**config.mk**
```make
export PLATFORM = sky130hd
export DESIGN_NAME = mdio_mgmt_slave
export DESIGN_NICKNAME = d
export VERILOG_FILES = /design/src/logic/mgmt_pkg.sv /design/src/logic/bit_sync.sv /design/src/logic/irq_event_unit.sv /design/src/logic/mdio_mgmt_slave.sv
export VERILOG_INCLUDE_DIRS = /design/src /design/src/logic
export SDC_FILE = /design/constraint.sdc
export NUM_CORES = 1
export LEC_CHECK = 0
export ABC_AREA = 1
export BUFFER_PORTS_ARGS = -buffer_cell sky130_fd_sc_hd__buf_4
export CAP_MARGIN = 25
export CORE_MARGIN = 2
export CORE_UTILIZATION = 30
export DETAILED_ROUTE_END_ITERATION = 7
export SETUP_SLACK_MARGIN = 0.05
export SYNTH_ARGS = -nofsm -noshare
export SYNTH_HDL_FRONTEND = slang
export SYNTH_SLANG_ARGS = --single-unit
```
**constraint.sdc**
```tcl
create_clock -name sys_clk_i -period 2.7 [get_ports sys_clk_i]
set_input_delay 0.135 -clock sys_clk_i [delete_from_list [all_inputs] [get_ports sys_clk_i]]
set_output_delay 0.135 -clock sys_clk_i [all_outputs]
set_load 0.05 [all_outputs]
```
**src/logic/mgmt_defines.svh**
```systemverilog
`ifndef MGMT_DEFINES_SVH
`define MGMT_DEFINES_SVH

// ----------------------------------------------------------------
// Field widths
// ----------------------------------------------------------------
`define MGMT_ADDR_W 5
`define MGMT_DATA_W 16
`define MGMT_HDR_W 12
`define MGMT_CNT_W 5
`define MGMT_EVENT_N 9

// ----------------------------------------------------------------
// Frame codes and bit counts (counts are loaded as value minus one)
// ----------------------------------------------------------------
`define MGMT_ST_SECOND 1'b1
`define MGMT_IDLE_LEVEL 1'b1
`define MGMT_OP_READ 2'b10
`define MGMT_OP_WRITE 2'b01
`define MGMT_HDR_LAST 5'h0b
`define MGMT_TA_LAST 5'h01
`define MGMT_DATA_LAST 5'h0f
`define MGMT_SKIP_AFTER_ST 5'h1d
`define MGMT_SKIP_AFTER_HDR 5'h11
`define MGMT_TA_DRIVE 1'b0

// ----------------------------------------------------------------
// Register numbers and reset values
// ----------------------------------------------------------------
`define REG_IRQ_ENABLE_MASK 5'h18
`define REG_IRQ_EVENT_FLAGS 5'h19
`define MASK_RESET 16'h0000
`define FLAGS_RESET 9'h000
`define STATION_ADDR_DEFAULT 5'h01

// ----------------------------------------------------------------
// Event bit positions in mask and flags registers
// ----------------------------------------------------------------
`define EV_NEG_STATUS 0
`define EV_NEG_PAGE 1
`define EV_FIFO_FLOW 2
`define EV_LINK_CHANGE 3
`define EV_CRC_ERROR 4
`define EV_ERR_CNT_FULL 5
`define EV_RX_STATUS 6
`define EV_DOWNSHIFT 7
`define EV_SYNC_LOST 8

`endif

```
**src/logic/mgmt_pkg.sv**
```systemverilog
package mgmt_pkg;

	typedef enum logic [3:0] {
		FR_IDLE,
		FR_START,
		FR_HDR,
		FR_TA,
		FR_DATA,
		FR_SKIP
	} frame_state_e;

	// Decoded frame header: opcode, station and register address
	typedef struct packed {
		logic [1:0] opcode;
		logic [4:0] phy_addr;
		logic [4:0] reg_addr;
	} frame_hdr_s;

	// Drive of a two-way or open-drain pin
	typedef struct packed {
		logic level;
		logic enable;
	} pin_drive_s;

	typedef logic [8:0] event_vec_t;
	typedef logic [15:0] mgmt_word_t;

endpackage
```
**src/logic/bit_sync.sv**
```systemverilog
`timescale 1ns/1ps
// ----------------------------------------------------------------
// Two-flop synchroniser; first stage feeds only the second
// ----------------------------------------------------------------
module bit_sync #(
	parameter int WIDTH = 1
) (
	input wire logic sys_clk_i, // System clock
	input wire logic [WIDTH-1:0] async_i, // Asynchronous level
	output logic [WIDTH-1:0] sync_o // Synchronised level
);
	logic [WIDTH-1:0] meta_q;
	logic [WIDTH-1:0] sync_q;

	// No reset so straps are already valid while reset is held
	always_ff @(posedge sys_clk_i) begin
		meta_q <= async_i;
		sync_q <= meta_q;
	end

	assign sync_o = sync_q;
endmodule

```
**src/logic/irq_event_unit.sv**
```systemverilog
`timescale 1ns/1ps
`include "mgmt_defines.svh"
module irq_event_unit (
	input wire logic sys_clk_i, // System clock
	input wire logic nrst_i, // Synchronous reset, active low
	input wire mgmt_pkg::event_vec_t event_i, // One-cycle event pulses
	input wire logic mask_we_i, // Write strobe for mask
	input wire mgmt_pkg::mgmt_word_t mask_wdata_i, // Mask write data
	input wire logic flags_clr_i, // Read of flags register clears it
	output mgmt_pkg::mgmt_word_t mask_o, // Mask register
	output mgmt_pkg::mgmt_word_t flags_o, // Flags register
	output logic pending_o // Unmasked event pending
);
	import mgmt_pkg::*;

	mgmt_word_t mask_q, mask_d;
	event_vec_t flags_q, flags_d;

	// ----------------------------------------------------------------
	// Next state
	// ----------------------------------------------------------------
	always_comb begin
		mask_d = mask_q;
		if (mask_we_i) begin
			mask_d = mask_wdata_i;
		end
		// Set wins over clear so an event in the clearing cycle survives
		flags_d = (flags_clr_i ? `FLAGS_RESET : flags_q) | event_i;
	end

	always_ff @(posedge sys_clk_i) begin
		if (!nrst_i) begin
			mask_q <= `MASK_RESET;
			flags_q <= `FLAGS_RESET;
		end else begin
			mask_q <= mask_d;
			flags_q <= flags_d;
		end
	end

	assign mask_o = mask_q;
	assign flags_o = {{(`MGMT_DATA_W-`MGMT_EVENT_N){1'b0}}, flags_q};
	assign pending_o = |(flags_q & mask_q[`MGMT_EVENT_N-1:0]);
endmodule

```
**src/logic/mdio_mgmt_slave.sv**
```systemverilog
`timescale 1ns/1ps
`include "mgmt_defines.svh"

// Overview of operation
// - Frames without preamble are accepted
// - Start pattern zero then one opens frame
// - Start zero zero: ignore frame, never drive
// - Opcode 10 reads, 01 writes
// - Five-bit station address, MSB first
// - Answer only when station address matches
// - Five-bit register address, MSB first
// - Read turnaround: release, then drive zero
// - Sixteen data bits, MSB first
// - Idle line undriven, pulled high
// - Bits sampled and driven on management clock
// - Interrupt pin active low, open drain
// - Nine event sources raise interrupts
// - Mask register 24 enables each event
// - Event sets bit in register 25
// - Reading register 25 clears all bits except an event arriving in the clearing cycle
module mdio_mgmt_slave (
	input wire logic sys_clk_i, // System clock, 20 MHz
	input wire logic nrst_i, // Synchronous reset, active low
	input wire logic mdc_i, // Management clock from host
	input wire logic mdio_i, // Management data line level
	output logic mdio_o, // Management data drive level
	output logic mdio_oe_o, // Management data drive enable
	input wire logic [4:0] station_address_straps_i, // Address straps
	input wire mgmt_pkg::event_vec_t event_i, // Event pulses, sys_clk domain
	output logic mgmt_irq_n_o, // Interrupt drive level, always low
	output logic mgmt_irq_n_oe_o // Interrupt drive enable, high when asserted
);
	import mgmt_pkg::*;

	// ----------------------------------------------------------------
	// Pin synchronisers
	// ----------------------------------------------------------------
	logic [1:0] link_sync;
	logic [4:0] straps_sync;
	logic mdc_s;
	logic mdio_s;

	bit_sync #(
		.WIDTH(2)
	) u_link_sync (
		.sys_clk_i(sys_clk_i),
		.async_i({mdc_i, mdio_i}),
		.sync_o(link_sync)
	);

	bit_sync #(
		.WIDTH(`MGMT_ADDR_W)
	) u_strap_sync (
		.sys_clk_i(sys_clk_i),
		.async_i(station_address_straps_i),
		.sync_o(straps_sync)
	);

	assign mdc_s = link_sync[1];
	assign mdio_s = link_sync[0];

	// ----------------------------------------------------------------
	// Station address capture
	// ----------------------------------------------------------------
	logic [4:0] station_addr_q, station_addr_d;

	// Tracks the straps while reset is held, frozen on release
	always_comb begin
		station_addr_d = station_addr_q;
		if (!nrst_i) begin
			station_addr_d = straps_sync;
		end
	end

	always_ff @(posedge sys_clk_i) begin
		station_addr_q <= station_addr_d;
	end

	// ----------------------------------------------------------------
	// Management clock edge detect
	// ----------------------------------------------------------------
	logic mdc_prev_q, mdc_prev_d;
	logic mdc_rise;

	always_comb begin
		mdc_prev_d = mdc_s;
	end

	always_ff @(posedge sys_clk_i) begin
		if (!nrst_i) begin
			mdc_prev_q <= 1'b0;
		end else begin
			mdc_prev_q <= mdc_prev_d;
		end
	end

	// A stopped clock gives no edges, so the frame simply pauses
	assign mdc_rise = mdc_s & ~mdc_prev_q;

	// ----------------------------------------------------------------
	// Interrupt unit
	// ----------------------------------------------------------------
	logic mask_we;
	mgmt_word_t mask_wdata;
	logic flags_clr;
	mgmt_word_t mask_val;
	mgmt_word_t flags_val;
	logic irq_pending;

	irq_event_unit u_irq (
		.sys_clk_i(sys_clk_i),
		.nrst_i(nrst_i),
		.event_i(event_i),
		.mask_we_i(mask_we),
		.mask_wdata_i(mask_wdata),
		.flags_clr_i(flags_clr),
		.mask_o(mask_val),
		.flags_o(flags_val),
		.pending_o(irq_pending)
	);

	// ----------------------------------------------------------------
	// Frame engine
	// ----------------------------------------------------------------
	frame_state_e state_q, state_d;
	logic [4:0] cnt_q, cnt_d;
	logic [11:0] hdr_sr_q, hdr_sr_d;
	mgmt_word_t data_sr_q, data_sr_d;
	logic is_read_q, is_read_d;
	logic [4:0] reg_addr_q, reg_addr_d;
	pin_drive_s drive_q, drive_d;
	frame_hdr_s hdr_now;
	logic addr_match;
	mgmt_word_t read_word;

	// Header including the bit sampled at this edge
	assign hdr_now = frame_hdr_s'({hdr_sr_q[10:0], mdio_s});
	assign addr_match = (hdr_now.phy_addr == station_addr_q);

	// Register read mux; registers outside the interrupt pair read zero
	always_comb begin
		case (hdr_now.reg_addr)
			`REG_IRQ_ENABLE_MASK: read_word = mask_val;
			`REG_IRQ_EVENT_FLAGS: read_word = flags_val;
			default: read_word = '0;
		endcase
	end

	always_comb begin
		state_d = state_q;
		cnt_d = cnt_q;
		hdr_sr_d = hdr_sr_q;
		data_sr_d = data_sr_q;
		is_read_d = is_read_q;
		reg_addr_d = reg_addr_q;
		drive_d = drive_q;
		mask_we = 1'b0;
		mask_wdata = '0;
		flags_clr = 1'b0;
		if (mdc_rise) begin
			case (state_q)
				FR_IDLE: begin
					// Preamble ones keep us here; first zero is the start bit
					drive_d.enable = 1'b0;
					if (mdio_s != `MGMT_IDLE_LEVEL) begin
						state_d = FR_START;
					end
				end
				FR_START: begin
					if (mdio_s == `MGMT_ST_SECOND) begin
						state_d = FR_HDR;
						cnt_d = `MGMT_HDR_LAST;
					end else begin
						state_d = FR_SKIP;
						cnt_d = `MGMT_SKIP_AFTER_ST;
					end
				end
				FR_HDR: begin
					hdr_sr_d = {hdr_sr_q[10:0], mdio_s};
					if (cnt_q == '0) begin
						reg_addr_d = hdr_now.reg_addr;
						if (addr_match && hdr_now.opcode == `MGMT_OP_READ) begin
							state_d = FR_TA;
							cnt_d = `MGMT_TA_LAST;
							is_read_d = 1'b1;
							data_sr_d = read_word;
							// Clear on the snapshot so the read word holds the events
							flags_clr = (hdr_now.reg_addr == `REG_IRQ_EVENT_FLAGS);
						end else if (addr_match && hdr_now.opcode == `MGMT_OP_WRITE) begin
							state_d = FR_TA;
							cnt_d = `MGMT_TA_LAST;
							is_read_d = 1'b0;
						end else begin
							// Other station or undefined opcode: stay off the line
							state_d = FR_SKIP;
							cnt_d = `MGMT_SKIP_AFTER_HDR;
						end
					end else begin
						cnt_d = cnt_q - 5'h01;
					end
				end
				FR_TA: begin
					// Host turnaround bits on writes are not checked
					if (cnt_q == '0) begin
						state_d = FR_DATA;
						cnt_d = `MGMT_DATA_LAST;
						if (is_read_q) begin
							drive_d.level = data_sr_q[`MGMT_DATA_W-1];
							data_sr_d = {data_sr_q[`MGMT_DATA_W-2:0], 1'b0};
						end
					end else begin
						cnt_d = cnt_q - 5'h01;
						if (is_read_q) begin
							drive_d.enable = 1'b1;
							drive_d.level = `MGMT_TA_DRIVE;
						end
					end
				end
				FR_DATA: begin
					if (cnt_q == '0) begin
						state_d = FR_IDLE;
						drive_d.enable = 1'b0;
						if (!is_read_q) begin
							mask_we = (reg_addr_q == `REG_IRQ_ENABLE_MASK);
							mask_wdata = {data_sr_q[`MGMT_DATA_W-2:0], mdio_s};
						end
					end else begin
						cnt_d = cnt_q - 5'h01;
						if (is_read_q) begin
							drive_d.level = data_sr_q[`MGMT_DATA_W-1];
							data_sr_d = {data_sr_q[`MGMT_DATA_W-2:0], 1'b0};
						end else begin
							data_sr_d = {data_sr_q[`MGMT_DATA_W-2:0], mdio_s};
						end
					end
				end
				FR_SKIP: begin
					// Count out the rest of a foreign frame without driving
					drive_d.enable = 1'b0;
					if (cnt_q == '0) begin
						state_d = FR_IDLE;
					end else begin
						cnt_d = cnt_q - 5'h01;
					end
				end
				default: begin
					state_d = FR_IDLE;
					drive_d.enable = 1'b0;
				end
			endcase
		end
	end

	always_ff @(posedge sys_clk_i) begin
		if (!nrst_i) begin
			state_q <= FR_IDLE;
			cnt_q <= '0;
			hdr_sr_q <= '0;
			data_sr_q <= '0;
			is_read_q <= 1'b0;
			reg_addr_q <= '0;
			drive_q <= '{level: 1'b1, enable: 1'b0};
		end else begin
			state_q <= state_d;
			cnt_q <= cnt_d;
			hdr_sr_q <= hdr_sr_d;
			data_sr_q <= data_sr_d;
			is_read_q <= is_read_d;
			reg_addr_q <= reg_addr_d;
			drive_q <= drive_d;
		end
	end

	assign mdio_o = drive_q.level;
	assign mdio_oe_o = drive_q.enable;

	// ----------------------------------------------------------------
	// Interrupt pin
	// ----------------------------------------------------------------
	logic irq_oe_q, irq_oe_d;
	logic irq_lvl_q, irq_lvl_d;

	// Open drain: only ever pull low, so several devices can share the wire
	always_comb begin
		irq_oe_d = irq_pending;
		irq_lvl_d = 1'b0;
	end

	always_ff @(posedge sys_clk_i) begin
		if (!nrst_i) begin
			irq_oe_q <= 1'b0;
			irq_lvl_q <= 1'b0;
		end else begin
			irq_oe_q <= irq_oe_d;
			irq_lvl_q <= irq_lvl_d;
		end
	end

	assign mgmt_irq_n_o = irq_lvl_q;
	assign mgmt_irq_n_oe_o = irq_oe_q;
endmodule

```
==> flow_metrics.env, run 1 <==
export IMPL_path_max_fanout=20
export IMPL_cts_resized=0
export IMPL_grt_overflow_total=0
export IMPL_rr_startpoint="cnt_q[0]$_SDFFE_PN0P_"
export IMPL_cts_path_max_buffers=2
export IMPL_path_clk_slew_ns=0.07
export IMPL_synth_top_area_share_pct=41.9
export IMPL_die_y_um=120
export IMPL_antenna_found_initial=0
export IMPL_max_vdd_ir_drop_mv=0.426
export IMPL_fin_crit_ns=2.21
export IMPL_core_area_sq_mm=0.0131
export IMPL_io_pin_count=22
export IMPL_post_cts_buffers=0
export IMPL_final_antenna_net_count=0
export IMPL_setup_viol=0
export IMPL_synthTopCellsByArea="dfxtp_1, nand2_1, a21oi_1, nor2_1, inv_1"
export IMPL_synth_top_cell_by_area="dfxtp_1"
export IMPL_syn_area_sq_mm=0.00401
export IMPL_post_route_util_pct=35.6
export IMPL_dp_cells=747
export IMPL_grt_pass1_wl_mm=16.1
export IMPL_maxSlewHeadroom_pct=59.2
export IMPL_arrival_ns=2.43
export IMPL_syn_area_per_cell_sq_um=7.05
export IMPL_cts_tree="built"
export IMPL_min_path_cells=3
export IMPL_cts_htree_levels=3
export IMPL_drtIter0Drc=201
export IMPL_power_density_mw_per_mm2=604
export IMPL_syn_inst=569
export IMPL_wl_mm=9.32
export IMPL_grt_total_usage_pct=13.8
export IMPL_setup_ws_ns=0.491
export IMPL_min_to="u_irq.flags_q[3]$_SDFF_PN0_"
export IMPL_insertion_delay_ns=0.34
export IMPL_cp_end_kind="flop"
export IMPL_grt_pass1_vias=3534
export IMPL_required_ns=2.92
export IMPL_gp_congestion=0.830
export IMPL_final_common_cell="nand2_1"
export IMPL_fillers=1412
export IMPL_via_per_inst=4.71
export IMPL_ys_ff_latch=89
export IMPL_reg2reg_slack_ns=0.49
export IMPL_hp_class="primary input to flop"
export IMPL_timing_fmax_ghz=0.453
export IMPL_syn_to_final_growth_pct=16.5
export IMPL_report_final_slew_viol_count=0
export IMPL_tightest_slew_ns=0.611
export IMPL_worst_setup_path_type="flop to flop"
export IMPL_nets=609
export IMPL_period_share_pct=81.8
export IMPL_yosysUniqueCellTypes=33
export IMPL_die_width_um=120
export IMPL_dr_pass1_iters=5
export IMPL_r2r_end="u_irq.mask_o[13]$_SDFFE_PN0P_"
export IMPL_min_from="event_i[3]"
export IMPL_skew_ns=0.00992
export IMPL_drive_above_1_share_pct=10.8
export IMPL_worstSetupStartpointType="flop"
export IMPL_ys_seq_area_share_pct=45.7
export IMPL_rsz0062_at_grt="no"
export IMPL_cts_hold_buf=8
export IMPL_clock_sinks=89
export IMPL_rr_worst_depth=9
export IMPL_cap_violations=0
export IMPL_p_total_mw=2.82
export IMPL_final_cell_mix="nand2_1, nor2_1, dfxtp_1"
export IMPL_diodes=0
export IMPL_start_util_pct=30.5
export IMPL_die_area_sq_mm=0.0143
export IMPL_io_buffers=20
export IMPL_dp_slack_ns=0.530
export IMPL_setup_tns_ns=0
export IMPL_power_leakage_nw=1.86
export IMPL_num_vias=3634
export IMPL_status="completed"
export IMPL_placementRows=42
export IMPL_synth_warning_count=0
export IMPL_fin_cells=771
export IMPL_synth_net_count=588
export IMPL_root_buffer="clkbuf_16"
export IMPL_drc_errors=0
export IMPL_finalHoldViolations=0
export IMPL_cts_made_buffers=9
export IMPL_dp_hpwl_mm=6.00
export IMPL_routedWlPerCell_um=12.1
export IMPL_grt_max_degree=47
## cells by family after synthesis
group / after synthesis / share of synthesized area (%)
compound gates: 117 / 15.1
xor+xnor: 2 / 0.437
other cells: 1 / 0.0935
simple gates: 273 / 29.1
fa+ha+maj: 1 / 0.312
flops: 89 / 45.7
buf+inv: 86 / 9.27
## Yosys cell counts (all sizes together)
| cell | instances |
|---|---|
| xnor2 | 1 |
| xor2 | 1 |
| clkinv | 2 |
| clkbuf | 8 |
| o21ai | 34 |
| ha | 1 |
| or2 | 1 |
| and3 | 1 |
| buf | 18 |
| a31oi | 7 |
| dfxtp | 84 |
| nand2 | 123 |
| a21oi | 74 |
| nand3 | 34 |
| nor2 | 101 |
| nor3 | 6 |
| nand4 | 7 |
| inv | 58 |
| edfxtp | 5 |
| o2111ai | 1 |
| conb | 1 |
| o21a | 1 |
## flip-flops by register name (all words and copies together), names as in the netlist, 2 cells and up
register / cells
cnt_q: 5
data_sr_q: 16
hdr_sr_q: 11
reg_addr_q: 5
state_q: 3
station_addr_q: 5
u_irq.flags_q: 9
u_irq.mask_o: 16
u_link_sync.meta_q: 2
u_link_sync.sync_o: 2
u_strap_sync.meta_q: 5
u_strap_sync.sync_o: 5
## worst max path at each step
stage / from / end / slack, ns / cells after the start
floorplan: cnt_q[0]$_SDFFE_PN0P_ / data_sr_q[5]$_SDFFE_PN0P_ / 1.02 / 12
global placement: cnt_q[0]$_SDFFE_PN0P_ / data_sr_q[6]$_SDFFE_PN0P_ / 0.65 / 12
detailed placement: cnt_q[0]$_SDFFE_PN0P_ / u_irq.mask_o[3]$_SDFFE_PN0P_ / 0.53 / 9
CTS: cnt_q[0]$_SDFFE_PN0P_ / u_irq.mask_o[13]$_SDFFE_PN0P_ / 0.48 / 9
global route: cnt_q[0]$_SDFFE_PN0P_ / u_irq.mask_o[13]$_SDFFE_PN0P_ / 0.15 / 9
finish: cnt_q[0]$_SDFFE_PN0P_ / u_irq.mask_o[13]$_SDFFE_PN0P_ / 0.49 / 9
## report_power, final
group | total [mW] | internal [mW] | leakage (nW) | switching (mW)
Sequential | 1.39 | 1.36 | 0.735 | 0.0266
Combinational | 0.194 | 0.0732 | 0.982 | 0.120
Clock | 1.24 | 0.720 | 0.139 | 0.516
## final cells by class
cell class | instances | area, sq um | share of cell area [%]
Tap cell | 176 | 220 | 4.71
Multi-Input combinational cell | 394 | 1810 | 38.7
Clock inverter | 6 | 67.6 | 1.45
Timing Repair Buffer | 36 | 290 | 6.21
Inverter | 60 | 225 | 4.82
Clock buffer | 10 | 229 | 4.90
Sequential cell | 89 | 1830 | 39.2
## worst max-delay path, stage by stage (launching register included)
cell and delay [ns]:
dfxtp_1 0.31, inv_1 0.09, ha_1 0.21, nand2_2 0.09, nor3_4 0.29, nand2_1 0.19, inv_1 0.11, nand2_1 0.36
o21ai_0 0.33, nor2_1 0.10
## routing by layer
metal | track usage [%] | vias up | wire (um)
met5 | 0 | - | 0
met4 | 6.62 | 0 | 170
met3 | 2.04 | 13 | 350
met2 | 22.6 | 100 | 4360
met1 | 17.7 | 1656 | 4440
li1 | - | 1865 | -
## per-stage QoR
| stage | hold WS [ns] | cell area (sq um) |
|---|---|---|
| floorplan | 0.163 | 4010 |
| global placement | 0.240 | 4290 |
| detailed placement | 0.241 | 4290 |
| CTS | 0.0000276 | 4670 |
| global route | 0.0153 | 4670 |
| finish | 0.00463 | 4670 |
(Power assumes the default switching activity.)
==> run 2, diff against run 1 <==
==> constraint.sdc (replaced) <==
create_clock -name sys_clk_i -period 1.99 [get_ports sys_clk_i]
set_input_delay 0.0995 -clock sys_clk_i [delete_from_list [all_inputs] [get_ports sys_clk_i]]
set_output_delay 0.0995 -clock sys_clk_i [all_outputs]
set_load 0.05 [all_outputs]
==> flow_metrics.env, run 2 (synthesis gave the netlist of run 1 again) <==
export IMPL_status="completed"
export IMPL_rsz0062_at_grt="yes"
export IMPL_dp_cells=756
export IMPL_p_sw_share_pct=23.9
export IMPL_max_vdd_ir_drop_mv=0.604
export IMPL_holdWs_ns=0.327
export IMPL_routedWlPerCell_um=12.2
export IMPL_use_met1_pct=16.8
export IMPL_antenna_found_initial=0
export IMPL_grt_total_usage_pct=13.6
export IMPL_post_route_util_pct=37.6
export IMPL_fillers=1379
export IMPL_maxSlewHeadroom_pct=56.7
export IMPL_final_cell_mix="nand2_1, nor2_1, dfxtp_1"
export IMPL_syn_to_final_growth_pct=23.3
export IMPL_met3_usage_pct=2.71
export IMPL_arrival_ns=2.05
export IMPL_nets=630
export IMPL_intPower_mw=2.96
export IMPL_grt_busiest_layer="met2"
export IMPL_drtIter0Drc=262
export IMPL_grt_max_degree=46
export IMPL_setup_viol=0
export IMPL_setup_ws_ns=0.161
export IMPL_grt_pass1_vias=3407
export IMPL_core_area_sq_mm=0.0131
export IMPL_fin_crit_ns=1.83
export IMPL_placementRows=42
export IMPL_start_util_pct=30.5
export IMPL_tightest_slew_ns=0.645
export IMPL_num_vias=3731
export IMPL_die_width_um=120
export IMPL_cts_made_buffers=9
export IMPL_p_seq_share_pct=48.6
export IMPL_hp_class="flop to flop"
export IMPL_skew_ns=0.00715
export IMPL_io_buffers=20
export IMPL_via_per_inst=4.71
export IMPL_insertion_delay_ns=0.34
export IMPL_drc_errors=0
export IMPL_power_switching_mw=0.930
export IMPL_grt_overflow_total=0
export IMPL_grt_pass1_wl_mm=15.7
export IMPL_setup_tns_ns=0
export IMPL_diodes=0
export IMPL_io_pin_count=22
export IMPL_period_share_pct=91.9
export IMPL_path_clk_slew_ns=0.07
export IMPL_finalHoldViolations=0
export IMPL_final_antenna_net_count=0
export IMPL_cts_tree="built"
export IMPL_cap_violations=0
export IMPL_cp_end_kind="flop"
export IMPL_timing_fmax_ghz=0.547
export IMPL_use_met2_pct=23.0
export IMPL_die_y_um=120
export IMPL_worstSetupStartpointType="flop"
export IMPL_dp_slack_ns=0.154
export IMPL_drive_above_1_share_pct=14.0
export IMPL_path_max_fanout=4
export IMPL_cts_htree_levels=3
export IMPL_dp_hpwl_mm=6.20
export IMPL_power_leakage_nw=1.98
export IMPL_clock_sinks=89
export IMPL_root_buffer="clkbuf_16"
export IMPL_die_area_sq_mm=0.0143
export IMPL_pwr_share_clk_pct=43.4
export IMPL_power_density_mw_per_mm2=786
export IMPL_fin_cells=792
export IMPL_wl_mm=9.63
export IMPL_p_comb_share_pct=8.0
export IMPL_cts_path_max_buffers=2
export IMPL_final_common_cell="nand2_1"
export IMPL_gp_congestion=0.827
export IMPL_worst_setup_path_type="flop to flop"
export IMPL_required_ns=2.21
export IMPL_report_final_slew_viol_count=0
export IMPL_dr_pass1_iters=6
run 2: power by group through the flow:
stage               Combinational [mW]  Clock, mW  Sequential [mW]
finish                           0.309       1.69             1.89
global route                     0.345       1.81             1.89
CTS                              0.292       1.73             1.89
detailed placement               0.267          0             1.93
global placement                 0.261          0             1.92
floorplan                        0.180          0             1.92
run 2: worst paths after layout:
| kind | depth (start not counted) | startpoint | slack [ns] | endpoint |
|---|---|---|---|---|
| min | 0 | u_strap_sync.meta_q[0]$_DFF_P_ | 0.33 | u_strap_sync.sync_o[0]$_DFF_P_ |
| min reg2reg | 0 | u_strap_sync.meta_q[0]$_DFF_P_ | 0.33 | u_strap_sync.sync_o[0]$_DFF_P_ |
| max reg2reg | 11 | cnt_q[0]$_SDFFE_PN0P_ | 0.16 | u_irq.flags_q[3]$_SDFF_PN0_ |
| max | 11 | cnt_q[0]$_SDFFE_PN0P_ | 0.16 | u_irq.flags_q[3]$_SDFF_PN0_ |
run 2: area by class of cell:
type	instances	area, sq um	share of cell area (%)
multi-input combinational	395	1870	37.9
sequential	89	1830	37.1
timing repair buffer	56	498	10.1
clock buffer	10	229	4.63
inverter	60	225	4.55
tap	176	220	4.45
clock inverter	6	67.6	1.37
run 2: layer usage:
metal	routed length (um)	vias to the layer above	part of all wire, %
met5	0	-	0
met4	212	0	2.2
met3	352	13	3.7
met2	4540	93	47
met1	4530	1709	47
li1	-	1916	-
run 2: what timing repair did:
action,CTS,global route
hold buffers,16,0
buffers inserted,0,3
endpoints found under the setup margin,0,39
gates resized for setup,0,14
endpoints found under the hold margin,16,0
run 2: stage by stage:
stage / total power [mW] / instance area [sq um]
after floorplan: 2.10 / 4010
after global placement: 2.19 / 4400
after detailed placement: 2.19 / 4400
after CTS: 3.91 / 4860
after global routing: 4.05 / 4950
final: 3.89 / 4950
run 2: critical path, stage by stage (launching register included):
cell and delay, ns:
dfxtp_1 0.32, inv_1 0.12, ha_4 0.15, nand2_2 0.09, nor2_4 0.10, nand2_2 0.08
buf_4 0.16, nor2_4 0.15, buf_4 0.15, nand4_2 0.14, a21oi_1 0.18, nor2_1 0.06
==> run 3, diff against run 2 <==
--- a/config.mk
+++ b/config.mk
@@ -9,9 +9,12 @@
 export ABC_AREA = 1
 export BUFFER_PORTS_ARGS = -buffer_cell sky130_fd_sc_hd__buf_4
 export CAP_MARGIN = 25
+export CELL_PAD_IN_SITES_DETAIL_PLACEMENT = 1
+export CELL_PAD_IN_SITES_GLOBAL_PLACEMENT = 1
 export CORE_MARGIN = 2
-export CORE_UTILIZATION = 30
+export CORE_UTILIZATION = 31
 export DETAILED_ROUTE_END_ITERATION = 7
+export PLACE_DENSITY_LB_ADDON = 0.1
 export SETUP_SLACK_MARGIN = 0.05
 export SYNTH_ARGS = -nofsm -noshare
 export SYNTH_HDL_FRONTEND = slang
==> flow_metrics.env, run 3 (synthesis gave the netlist of run 1 again) <==
export IMPL_status="completed"
export IMPL_holdWs_ns=0.317
export IMPL_core_area_sq_mm=0.0126
export IMPL_insertion_delay_ns=0.35
export IMPL_drc_errors=0
export IMPL_cts_tree="built"
export IMPL_drtIter0Drc=113
export IMPL_worst_setup_path_type="flop to flop"
export IMPL_hp_class="primary input to flop"
export IMPL_arrival_ns=2.02
export IMPL_grt_total_usage_pct=16.7
export IMPL_cap_violations=0
export IMPL_die_y_um=118
export IMPL_start_util_pct=31.8
export IMPL_postPlaceCellArea_sq_mm=0.00441
export IMPL_num_vias=3722
export IMPL_io_pin_count=22
export IMPL_path_max_fanout=6
export IMPL_path_clk_slew_ns=0.07
export IMPL_design_area_sq_mm=0.00492
export IMPL_cp_end_kind="flop"
export IMPL_skew_ns=0.0100
export IMPL_finalHoldViolations=0
export IMPL_grt_max_degree=46
export IMPL_required_ns=2.22
export IMPL_cts_made_buffers=9
export IMPL_cts_path_max_buffers=2
export IMPL_root_buffer="clkbuf_16"
export IMPL_power_density_mw_per_mm2=803
export IMPL_die_width_um=118
export IMPL_setup_viol=0
export IMPL_report_final_slew_viol_count=0
export IMPL_io_buffers=20
export IMPL_worstSetupStartpointType="flop"
export IMPL_placementRows=41
export IMPL_p_total_mw=3.95
export IMPL_grt_pass1_wl_mm=18.6
export IMPL_die_area_sq_mm=0.0139
export IMPL_antenna_found_initial=0
export IMPL_via_per_inst=4.72
export IMPL_dp_hpwl_mm=7.44
export IMPL_clock_sinks=89
export IMPL_final_cell_mix="nand2_1, nor2_1, dfxtp_1"
export IMPL_syn_to_final_growth_pct=22.7
export IMPL_wl_mm=11.2
export IMPL_nets=630
export IMPL_max_vdd_ir_drop_mv=0.512
export IMPL_cpPeakStageDelay_ns=0.32
export IMPL_path_buf_inv=2
export IMPL_grt_overflow_total=0
export IMPL_slowest_stage="dfxtp_1"
export IMPL_rsz0062_at_grt="no"
export IMPL_crit_chain="inv_2 -> ha_2 -> nand2_2 -> nor2_2 -> nand2_1 -> buf_4 -> nor2_4 -> nand4_4 -> a21oi_1 -> nor2_1"
export IMPL_cts_htree_levels=3
export IMPL_period_share_pct=90.1
export IMPL_cpLargestDelayFamily="simple AND/OR/NAND/NOR gates"
export IMPL_grt_pass1_vias=3753
export IMPL_routedWlPerCell_um=14.2
export IMPL_drive_above_1_share_pct=14.1
export IMPL_timing_fmax_ghz=0.558
export IMPL_gp_congestion=0.782
export IMPL_final_common_cell="nand2_1"
export IMPL_power_leakage_nw=1.98
export IMPL_dr_pass1_iters=4
export IMPL_fin_crit_ns=1.79
export IMPL_setup_tns_ns=0
export IMPL_final_antenna_net_count=0
export IMPL_diodes=0
run 3: cell count changes in the layout (fill, tap and decap cells not counted), sizes merged:
cell,delta
clkinv,-1
clkbuf,-1
inv,+1
clkinvlp,+1
run 3: layout make-up:
type	instances	area (sq um)
Multi-Input combinational cell	395	1850
Timing Repair Buffer	56	498
Fill cell	1605	7700
Clock inverter	7	77.6
Clock buffer	9	225
Inverter	60	225
Sequential cell	89	1830
Tap cell	172	215
run 3: final timing paths:
kind,from,to,slack (ns),cells past startpoint
worst max-delay path,cnt_q[0]$_SDFFE_PN0P_,u_irq.flags_q[4]$_SDFF_PN0_,0.20,10
worst min-delay path,nrst_i,u_irq.flags_q[8]$_SDFF_PN0_,0.32,4
worst max register to register,cnt_q[0]$_SDFFE_PN0P_,u_irq.flags_q[4]$_SDFF_PN0_,0.20,10
worst min register to register,u_strap_sync.meta_q[0]$_DFF_P_,u_strap_sync.sync_o[0]$_DFF_P_,0.33,0
run 3: tightest hold or removal path, delay by kind of cell:
family,cells,cell delay (ns)
buffers and inverters,3,0.40
AND/OR/NAND/NOR,1,0.13
run 3: through the flow:
| stage | instances | utilization (%) | worst slack, ns |
|---|---|---|---|
| finish | 788 | 39.0 | 0.197 |
| global placement | 754 | 34.9 | 0.240 |
| CTS | 786 | 38.6 | 0.131 |
| floorplan | 569 | - | 0.312 |
| detailed placement | 754 | 34.9 | 0.156 |
| global route | 788 | 39.0 | 0.0495 |
run 3: metal layers:
layer  track usage [%]  vias to the layer above  routed length (um)
li1                  -                     1913                   -
met1              21.9                     1754                5550
met2              27.4                       39                5120
met3              2.86                       16                 283
met4              6.55                        0                 223
met5                 0                        -                   0
run 3: repair_timing:
action	4_1_cts	5_1_grt
setup buffers	0	1
endpoints found under the hold margin	16	0
gates resized for setup	0	11
hold buffers	16	0
setup endpoints to repair	0	32
run 3: power by group:
part	total (mW)	switching, mW	internal (mW)
combinational	0.317	0.183	0.133
clock	1.75	0.764	0.985
sequential	1.89	0.0393	1.85
total	3.95	0.986	2.97
